[src/pph_pkg.sv]
// Shared constants and types for the parallel handshake port block
package pph_pkg;

   // ------------------------------------------------------------------
   // Geometry
   // ------------------------------------------------------------------
   localparam int NPORT = 4;
   localparam int PORT_W = 16;
   localparam int ADDR_W = 8;
   localparam int DATA_W = 32;
   localparam int IDX_W = 6;
   localparam int CNT_W = 5;

   // ------------------------------------------------------------------
   // Register indices (byte address is four times the index)
   // ------------------------------------------------------------------
   localparam logic [IDX_W-1:0] IDX_CSR_A = 6'h00;
   localparam logic [IDX_W-1:0] IDX_DBR_A = 6'h02;
   localparam logic [IDX_W-1:0] IDX_PORT_STRIDE = 6'h04;
   localparam logic [IDX_W-1:0] IDX_PEND = 6'h10;
   localparam logic [IDX_W-1:0] IDX_MASK = 6'h11;

   // ------------------------------------------------------------------
   // Control/status field positions
   // ------------------------------------------------------------------
   localparam int CSR_GROUP_BIT = 15;
   localparam int CSR_INT_EN_BIT = 9;
   localparam int CSR_DIR_BIT = 8;
   localparam int CSR_PRDY_BIT = 7;
   localparam int CSR_PRPLY_BIT = 6;
   localparam int CSR_BUSY_BIT = 5;
   localparam int CSR_HAVE_BIT = 4;
   localparam int IRQ_LINE_BITS = 12;

   // ------------------------------------------------------------------
   // Reset values
   // ------------------------------------------------------------------
   localparam logic [PORT_W-1:0] DBR_RST = 16'h0000;
   localparam logic [PORT_W-1:0] MASK_RST = 16'h0000;
   localparam logic [PORT_W-1:0] PEND_RST = 16'h0000;
   localparam logic DIR_RST = 1'b0;
   localparam logic INT_EN_RST = 1'b0;

   // ------------------------------------------------------------------
   // Timing
   // ------------------------------------------------------------------
   localparam int CLK_MHZ = 40;
   localparam int T_SETUP_NS = 300;
   localparam int T_RPLY_NS = 410;
   localparam int SETUP_CYC = (T_SETUP_NS * CLK_MHZ + 999) / 1000;
   localparam int RPLY_CYC = (T_RPLY_NS * CLK_MHZ + 999) / 1000;

   // ------------------------------------------------------------------
   // Handshake states
   // ------------------------------------------------------------------
   typedef enum logic [2:0] {
      HS_IDLE = 3'b001,
      HS_SETUP = 3'b010,
      HS_REPLY = 3'b100
   } pph_hs_t;

endpackage

[src/pph_port.sv]
// Four-port sixteen-line parallel handshake port with APB registers
//
// Our own choices: the placing of the registers and the APB interface to the registers.
`timescale 1ns/1ps
module pph_port (
   input wire logic pclk,
   input wire logic presetn,
   input wire logic psel,
   input wire logic penable,
   input wire logic pwrite,
   input wire logic [pph_pkg::ADDR_W-1:0] paddr,
   input wire logic [pph_pkg::DATA_W-1:0] pwdata,
   output logic [pph_pkg::DATA_W-1:0] prdata,
   output logic pready,
   output logic pslverr,
   input wire logic [pph_pkg::NPORT*pph_pkg::PORT_W-1:0] io_in,
   output logic [pph_pkg::NPORT*pph_pkg::PORT_W-1:0] io_out,
   output logic [pph_pkg::NPORT-1:0] io_oe,
   output logic [pph_pkg::NPORT-1:0] device_ready,
   output logic [pph_pkg::NPORT-1:0] device_reply,
   input wire logic [pph_pkg::NPORT-1:0] peer_ready,
   input wire logic [pph_pkg::NPORT-1:0] peer_reply,
   input wire logic reply_interrupt_jumper,
   output logic irq
);
   import pph_pkg::*;

   localparam int SW = NPORT * PORT_W + 2 * NPORT + 1;
   localparam logic [CNT_W-1:0] SETUP_LOAD = CNT_W'(SETUP_CYC - 1);
   localparam logic [CNT_W-1:0] RPLY_LOAD = CNT_W'(RPLY_CYC - 1);

   // ------------------------------------------------------------------
   // Helpers
   // ------------------------------------------------------------------
   function automatic logic [IDX_W-1:0] port_idx(
      input logic [IDX_W-1:0] base, input int p);
      port_idx = base + IDX_W'(p) * IDX_PORT_STRIDE;
   endfunction

   // ------------------------------------------------------------------
   // State
   // ------------------------------------------------------------------
   logic [PORT_W-1:0] dbr_ff [NPORT];
   pph_hs_t st_ff [NPORT];
   pph_hs_t nxt_st [NPORT];
   logic [CNT_W-1:0] cnt_ff [NPORT];
   logic [CNT_W-1:0] nxt_cnt [NPORT];
   logic [NPORT-1:0] dir_ff;
   logic [NPORT-1:0] rdy_ff;
   logic [NPORT-1:0] rply_ff;
   logic [NPORT-1:0] have_ff;
   logic [NPORT-1:0] nxt_have;
   logic int_en_ff;
   logic [PORT_W-1:0] pend_ff;
   logic [PORT_W-1:0] nxt_pend;
   logic [PORT_W-1:0] mask_ff;
   logic irq_ff;
   logic [PORT_W-1:0] a_prev_ff;
   logic [NPORT-1:0] prply_prev_ff;
   logic [DATA_W-1:0] prdata_ff;
   logic pready_ff;
   logic pslverr_ff;

   // ------------------------------------------------------------------
   // Pin synchronisation
   // ------------------------------------------------------------------
   logic [SW-1:0] sync_q;
   logic [NPORT*PORT_W-1:0] lines_s;
   logic [NPORT-1:0] prdy_s;
   logic [NPORT-1:0] prply_s;
   logic jmp_s;

   pph_sync3 #(.W(SW)) u_sync (
      .pclk(pclk),
      .presetn(presetn),
      .d({reply_interrupt_jumper, peer_ready, peer_reply, io_in}),
      .q(sync_q)
   );

   assign lines_s = sync_q[NPORT*PORT_W-1:0];
   assign prply_s = sync_q[NPORT*PORT_W +: NPORT];
   assign prdy_s = sync_q[NPORT*PORT_W+NPORT +: NPORT];
   assign jmp_s = sync_q[SW-1];

   // ------------------------------------------------------------------
   // Edge detection and interrupt sources
   // ------------------------------------------------------------------
   logic [PORT_W-1:0] a_rise;
   logic [NPORT-1:0] prply_rise;
   logic [PORT_W-1:0] irq_src;
   logic [PORT_W-1:0] irq_take;

   assign a_rise = lines_s[PORT_W-1:0] & ~a_prev_ff;
   assign prply_rise = prply_s & ~prply_prev_ff;
   // Jumper routes the four replies into the top request slots
   assign irq_src = jmp_s ?
      {prply_rise, a_rise[IRQ_LINE_BITS-1:0]} : a_rise;
   assign irq_take = int_en_ff ? irq_src : '0;

   // ------------------------------------------------------------------
   // APB decode
   // ------------------------------------------------------------------
   logic setup_ph;
   logic acc_ph;
   logic wr_acc;
   logic rd_acc;
   logic [IDX_W-1:0] idx;
   logic aligned;
   logic [NPORT-1:0] csr_hit;
   logic [NPORT-1:0] dbr_hit;
   logic pend_hit;
   logic mask_hit;
   logic any_hit;

   assign setup_ph = psel & ~penable;
   assign acc_ph = psel & penable & pready_ff;
   assign wr_acc = acc_ph & pwrite;
   assign rd_acc = acc_ph & ~pwrite;
   assign idx = paddr[ADDR_W-1:2];
   assign aligned = (paddr[1:0] == 2'b00);
   assign pend_hit = aligned & (idx == IDX_PEND);
   assign mask_hit = aligned & (idx == IDX_MASK);
   assign any_hit = |csr_hit | |dbr_hit | pend_hit | mask_hit;

   genvar g;
   generate
      for (g = 0; g < NPORT; g++) begin : g_addr
         assign csr_hit[g] = aligned & (idx == port_idx(IDX_CSR_A, g));
         assign dbr_hit[g] = aligned & (idx == port_idx(IDX_DBR_A, g));
      end
   endgenerate

   // ------------------------------------------------------------------
   // Read data
   // ------------------------------------------------------------------
   logic [PORT_W-1:0] rd_val;

   always_comb begin
      logic [PORT_W-1:0] csr;
      csr = '0;
      rd_val = '0;
      for (int p = 0; p < NPORT; p++) begin
         csr = '0;
         csr[CSR_DIR_BIT] = dir_ff[p];
         csr[CSR_PRDY_BIT] = prdy_s[p];
         csr[CSR_PRPLY_BIT] = prply_s[p];
         csr[CSR_BUSY_BIT] = (st_ff[p] != HS_IDLE);
         csr[CSR_HAVE_BIT] = have_ff[p];
         if (p == 0) begin
            csr[CSR_INT_EN_BIT] = int_en_ff;
            csr[CSR_GROUP_BIT] = |pend_ff;
         end
         if (csr_hit[p]) begin
            rd_val = csr;
         end
         if (dbr_hit[p]) begin
            // Input reads the live lines; output reads back the buffer
            rd_val = dir_ff[p] ? dbr_ff[p]
               : lines_s[p*PORT_W +: PORT_W];
         end
      end
      if (pend_hit) begin
         rd_val = pend_ff;
      end
      if (mask_hit) begin
         rd_val = mask_ff;
      end
   end

   // ------------------------------------------------------------------
   // Handshake engines
   // ------------------------------------------------------------------
   always_comb begin
      for (int p = 0; p < NPORT; p++) begin
         nxt_st[p] = st_ff[p];
         nxt_cnt[p] = cnt_ff[p];
         // A fresh reply wins over the clear from a starting ack
         nxt_have[p] = have_ff[p];
         unique case (st_ff[p])
            HS_IDLE: begin
               if (wr_acc & dbr_hit[p] & dir_ff[p] & prdy_s[p]) begin
                  nxt_st[p] = HS_SETUP;
                  nxt_cnt[p] = SETUP_LOAD;
               end else if (rd_acc & dbr_hit[p] & ~dir_ff[p]
                            & have_ff[p]) begin
                  nxt_st[p] = HS_REPLY;
                  nxt_cnt[p] = RPLY_LOAD;
                  nxt_have[p] = 1'b0;
               end
            end
            HS_SETUP: begin
               if (cnt_ff[p] == '0) begin
                  nxt_st[p] = HS_REPLY;
                  nxt_cnt[p] = RPLY_LOAD;
               end else begin
                  nxt_cnt[p] = cnt_ff[p] - 1'b1;
               end
            end
            HS_REPLY: begin
               if (cnt_ff[p] == '0) begin
                  nxt_st[p] = HS_IDLE;
               end else begin
                  nxt_cnt[p] = cnt_ff[p] - 1'b1;
               end
            end
         endcase
         if (prply_rise[p] & ~dir_ff[p]) begin
            nxt_have[p] = 1'b1;
         end
      end
   end

   // ------------------------------------------------------------------
   // Interrupt status, set wins over write-one-to-clear
   // ------------------------------------------------------------------
   logic [PORT_W-1:0] w1c;

   assign w1c = (wr_acc & pend_hit) ? pwdata[PORT_W-1:0] : '0;
   assign nxt_pend = (pend_ff & ~w1c) | irq_take;

   // ------------------------------------------------------------------
   // Registers
   // ------------------------------------------------------------------
   always_ff @(posedge pclk or negedge presetn) begin
      if (!presetn) begin
         for (int p = 0; p < NPORT; p++) begin
            dbr_ff[p] <= DBR_RST;
            st_ff[p] <= HS_IDLE;
            cnt_ff[p] <= '0;
         end
         dir_ff <= {NPORT{DIR_RST}};
         rdy_ff <= {NPORT{~DIR_RST}};
         rply_ff <= '0;
         have_ff <= '0;
         int_en_ff <= INT_EN_RST;
      end else begin
         for (int p = 0; p < NPORT; p++) begin
            st_ff[p] <= nxt_st[p];
            cnt_ff[p] <= nxt_cnt[p];
            rply_ff[p] <= (nxt_st[p] == HS_REPLY);
            if (wr_acc & dbr_hit[p]) begin
               dbr_ff[p] <= pwdata[PORT_W-1:0];
            end
            if (wr_acc & csr_hit[p]) begin
               // Ready and drivers only turn round on a direction change
               dir_ff[p] <= pwdata[CSR_DIR_BIT];
               rdy_ff[p] <= ~pwdata[CSR_DIR_BIT];
            end
         end
         have_ff <= nxt_have;
         if (wr_acc & csr_hit[0]) begin
            int_en_ff <= pwdata[CSR_INT_EN_BIT];
         end
      end
   end

   always_ff @(posedge pclk or negedge presetn) begin
      if (!presetn) begin
         pend_ff <= PEND_RST;
         mask_ff <= MASK_RST;
         irq_ff <= 1'b0;
         a_prev_ff <= '0;
         prply_prev_ff <= '0;
      end else begin
         pend_ff <= nxt_pend;
         if (wr_acc & mask_hit) begin
            mask_ff <= pwdata[PORT_W-1:0];
         end
         irq_ff <= int_en_ff & |(nxt_pend & mask_ff);
         a_prev_ff <= lines_s[PORT_W-1:0];
         prply_prev_ff <= prply_s;
      end
   end

   // No wait state, yet every APB output comes straight from a flop
   always_ff @(posedge pclk or negedge presetn) begin
      if (!presetn) begin
         prdata_ff <= '0;
         pready_ff <= 1'b0;
         pslverr_ff <= 1'b0;
      end else begin
         pready_ff <= setup_ph;
         if (setup_ph) begin
            prdata_ff <= pwrite ? '0 : DATA_W'(rd_val);
            pslverr_ff <= ~any_hit;
         end
      end
   end

   // ------------------------------------------------------------------
   // Outputs
   // ------------------------------------------------------------------
   generate
      for (g = 0; g < NPORT; g++) begin : g_out
         assign io_out[g*PORT_W +: PORT_W] = dbr_ff[g];
      end
   endgenerate

   assign io_oe = dir_ff;
   assign device_ready = rdy_ff;
   assign device_reply = rply_ff;
   assign irq = irq_ff;
   assign prdata = prdata_ff;
   assign pready = pready_ff;
   assign pslverr = pslverr_ff;
endmodule

[src/pph_sync3.sv]
// Three-stage pin synchroniser with agreement filter
`timescale 1ns/1ps
module pph_sync3 #(
   parameter int W = 1
) (
   input wire logic pclk,
   input wire logic presetn,
   input wire logic [W-1:0] d,
   output logic [W-1:0] q
);
   logic [W-1:0] s1_ff;
   logic [W-1:0] s2_ff;
   logic [W-1:0] s3_ff;
   logic [W-1:0] q_ff;
   logic [W-1:0] agree;

   // Only the second stage reads the first, against metastability
   assign agree = ~(s2_ff ^ s3_ff);

   always_ff @(posedge pclk or negedge presetn) begin
      if (!presetn) begin
         s1_ff <= '0;
         s2_ff <= '0;
         s3_ff <= '0;
         q_ff <= '0;
      end else begin
         s1_ff <= d;
         s2_ff <= s1_ff;
         s3_ff <= s2_ff;
         q_ff <= (agree & s3_ff) | (~agree & q_ff);
      end
   end

   assign q = q_ff;
endmodule

[config.mk]
export PLATFORM = sky130hd
export DESIGN_NAME = pph_port
export DESIGN_NICKNAME = d
export VERILOG_FILES = /design/src/pph_pkg.sv /design/src/pph_port.sv /design/src/pph_sync3.sv
export SDC_FILE = /design/constraint.sdc
export NUM_CORES = 1
export LEC_CHECK = 0
export BUFFER_PORTS_ARGS = -buffer_cell sky130_fd_sc_hd__buf_2
export CELL_PAD_IN_SITES_DETAIL_PLACEMENT = 1
export CELL_PAD_IN_SITES_GLOBAL_PLACEMENT = 1
export CORE_MARGIN = 5
export CORE_UTILIZATION = 31
export CTS_CLUSTER_SIZE = 16
export DETAILED_ROUTE_END_ITERATION = 7
export PLACE_DENSITY = 0.56
export SYNTH_ARGS = -nofsm -noshare
export SYNTH_HDL_FRONTEND = slang
export SYNTH_SLANG_ARGS = --single-unit
[constraint.sdc]
create_clock -name pclk -period 5.1 [get_ports pclk]
set_input_delay 0.765 -clock pclk [delete_from_list [all_inputs] [get_ports pclk]]
set_output_delay 0.765 -clock pclk [all_outputs]
set_load 0.1 [all_outputs]
==> flow_summary.ini <==
[detailed_routing]
drc = 0
wl_um = 52910
routed_via_density = 4.905
firstDrtPassIters = 4
vias = 11650
dr_wl_met3_um = 2994
top_layer = met5
met1_length_um = 23180
drtAntennaViolNets = 0
wl_per_cell_um = 22.28
wl_met2_um = 25400
drtIter0Drc = 658

[placed_design]
post-place-ws_ns = 1.463
dp.cells = 2277
port_buffers = 196
place_area_sq_um = 19920
place_congestion = 0.8420
post-dp-hpwl_um = 37870

[finish]
synthToLayoutAreaGrowth_pct = 20.25
diodes = 0
finalInstanceArea_sq_um = 21720
layout.cells.non_filler = 2375
drive_above_1_share_pct = 27.83
fin_nets = 1690

[logic_synthesis]
yosysSeqAreaShare_pct = 66.00
ys.flop_type = dfrtp_1
yosysMostFrequentCell = dfrtp_1
yosys-top-cells-area = dfrtp_1 65%, mux2_2 7.5%, maj3_1 4.0%, o21ai_0 2.4%, mux2i_1 1.9%
synth_top_area_share_pct = 64.84
syn_avg_cell_area_sq_um = 13.33
synth_edf_count = 0
ys_ff_latch = 476
synth_area_sq_um = 18060
async_flop_share_pct = 100.0
ys_types = 78
yosys.area.top_type = dfrtp_1
postSynthCellCount = 1355
yosysWarnings = 0
synth_common_cells = 468 x dfrtp_1, 121 x mux2_2, 87 x o21ai_0

[setup_path]
cp_num_buf_inv = 2
endpoint_kind = primary output
crit_required_ns = 4.34
critPathTopFamily = buffers and inverters
regToRegStartpoint = pready
crit_path_max_fanout = 14
crit_slowest_cell = dfrtp_1
critPathKind = reg -> out
cp-start-kind = register
critical_path.max_stage_delay_ns = 0.91
arrival_ns = 2.45
crit_chain = buf_4, buf_2
r2r_end = io_out[3]
rrSetupSlack_ns = 2.42
reg2regPathDepth = 4

[power]
peakVddDrop_v = 0.0002343
p_leak_nw = 9.750
clock_power_share_pct = 45.2
powerDensity_nw_per_um2 = 399.6
p_sw_mw = 2.154
p_sw_share_pct = 24.82
power_frac_seq_pct = 47.4
combPwrFrac_pct = 7.4
intPower_mw = 6.525

[clock_tree]
root_buffer = clkbuf_16
h-tree-depth = 2
clkTransAtPathRegs_ns = 0.06
cts.sinks = 476
cts_resized = 0
cts_tree = built
cts_max_path_buffers = 3
cts_setup_buffers = 0
insertion_delay_ns = 0.60
numCtsBuffers = 53
cts_hold_buf = 0

[worst_hold_path]
min_path_type = in -> async

[floorplan]
rows = 88
die_y_um = 251.4
ios = 229
coreArea_sq_um = 57700
fp.dieArea_sq_um = 63190
dieWidth_um = 251.4
start_util_pct = 31.31

[sta]
tns_ns = 0
relSlewSlack_pct = 25.61
final-hold-violation-count = 0
fin_skew_ns = 0.007585
setup_violations = 0
tightest_slew_ns = 1.116
post-route-period-util_pct = 63.08
whs_ns = 0.07361
period_needed_ns = 3.217
fmax_mhz = 310.8
slew_viol_final = 0
postLayoutSetupSlackWorst_ns = 1.883
rsz0062_at_grt = no

[grt]
grt.total_usage_pct = 16.60
grt_pass1_wl_um = 80790
overflow = 0
grt_pass1_vias = 12800
grt_max_degree = 149
antenna_found_initial = 2

[status]
status = completed

[run]
maxCapViolCount = 0
[through the flow]
stage / power [mW] / utilization (%)
final: 8.678 / 37.65
after global routing: 9.061 / 37.65
after CTS: 8.831 / 37.65
after detailed placement: 4.839 / 34.52
after global placement: 4.818 / 34.52
after floorplan: 4.532 / -
[per-layer routing]
metal,track usage (%),vias up
li1,-,5242
met1,22.12,6057
met2,27.39,277
met3,3.766,72
met4,4.772,2
met5,0,-
[worst register-to-register path, stage by stage, from the launching register on]
cell and delay [ns]:
dfrtp_1 0.39, nand4_1 0.52, nor2_1 0.46, nand2_1 0.65, mux2_2 0.54
[area by class of cell]
class                           instances  area [sq um]
Clock buffer                           80          1549
Clock inverter                         18         252.7
Fill cell                            6144         35980
Inverter                               36         135.1
Multi-Input combinational cell        786          5728
Sequential cell                       476         11920
Tap cell                              765         957.2
Timing Repair Buffer                  214          1176
[kinds of logic after synthesis]
family | share of synthesized area, %
buffers and inverters | 2.632
DFF | 66.00
xor gates and xnor gates | 0.09700
muxes | 9.670
other | 0.02076
and+or+nand+nor | 7.932
AOI/OAI and AO/OA | 9.255
adders and majority gates | 4.392
[cells in the final DEF, fill, tap and decap left out, types with 6 or more instances in the layout]
cell,instances
nand3_1,10
clkbuf_16,54
a22oi_1,6
nand2b_1,18
maj3_1,73
a21oi_1,61
nand2_1,82
mux2i_1,35
dfrtp_1,468
a22o_1,9
a32o_1,9
nor4_1,8
clkbuf_1,16
conb_1,16
clkbuf_8,10
buf_4,14
clkinv_2,7
inv_1,36
or3_1,8
a31oi_1,9
o21ai_0,87
nor3_1,17
dfstp_2,8
nor2_1,63
nand4_1,14
o211ai_1,13
a21o_1,7
buf_2,195
mux2_2,121
[worst max-delay path by stage]
stage               slack [ns]     start         to  cells past startpoint
CTS                       1.80  io_oe[2]   io_oe[2]                      2
global route              1.82  io_oe[2]   io_oe[2]                      2
detailed placement        1.46  paddr[2]  io_out[3]                      5
finish                    1.88  io_oe[2]   io_oe[2]                      2
floorplan                 2.28    pready  cnt_ff[6]                      5
global placement          1.52  paddr[2]  cnt_ff[6]                      7
[power groups by stage]
stage          Combinational (mW)  Sequential [mW]  Clock [mW]
2_1_floorplan               0.315             4.22           0
3_3_place_gp                0.645             4.17           0
3_5_place_dp                0.657             4.18           0
4_1_cts                     0.659             4.12        4.06
5_1_grt                     0.710             4.13        4.22
6_report                    0.644             4.11        3.92
No activity file was read; power rests on OpenSTA's default activity.
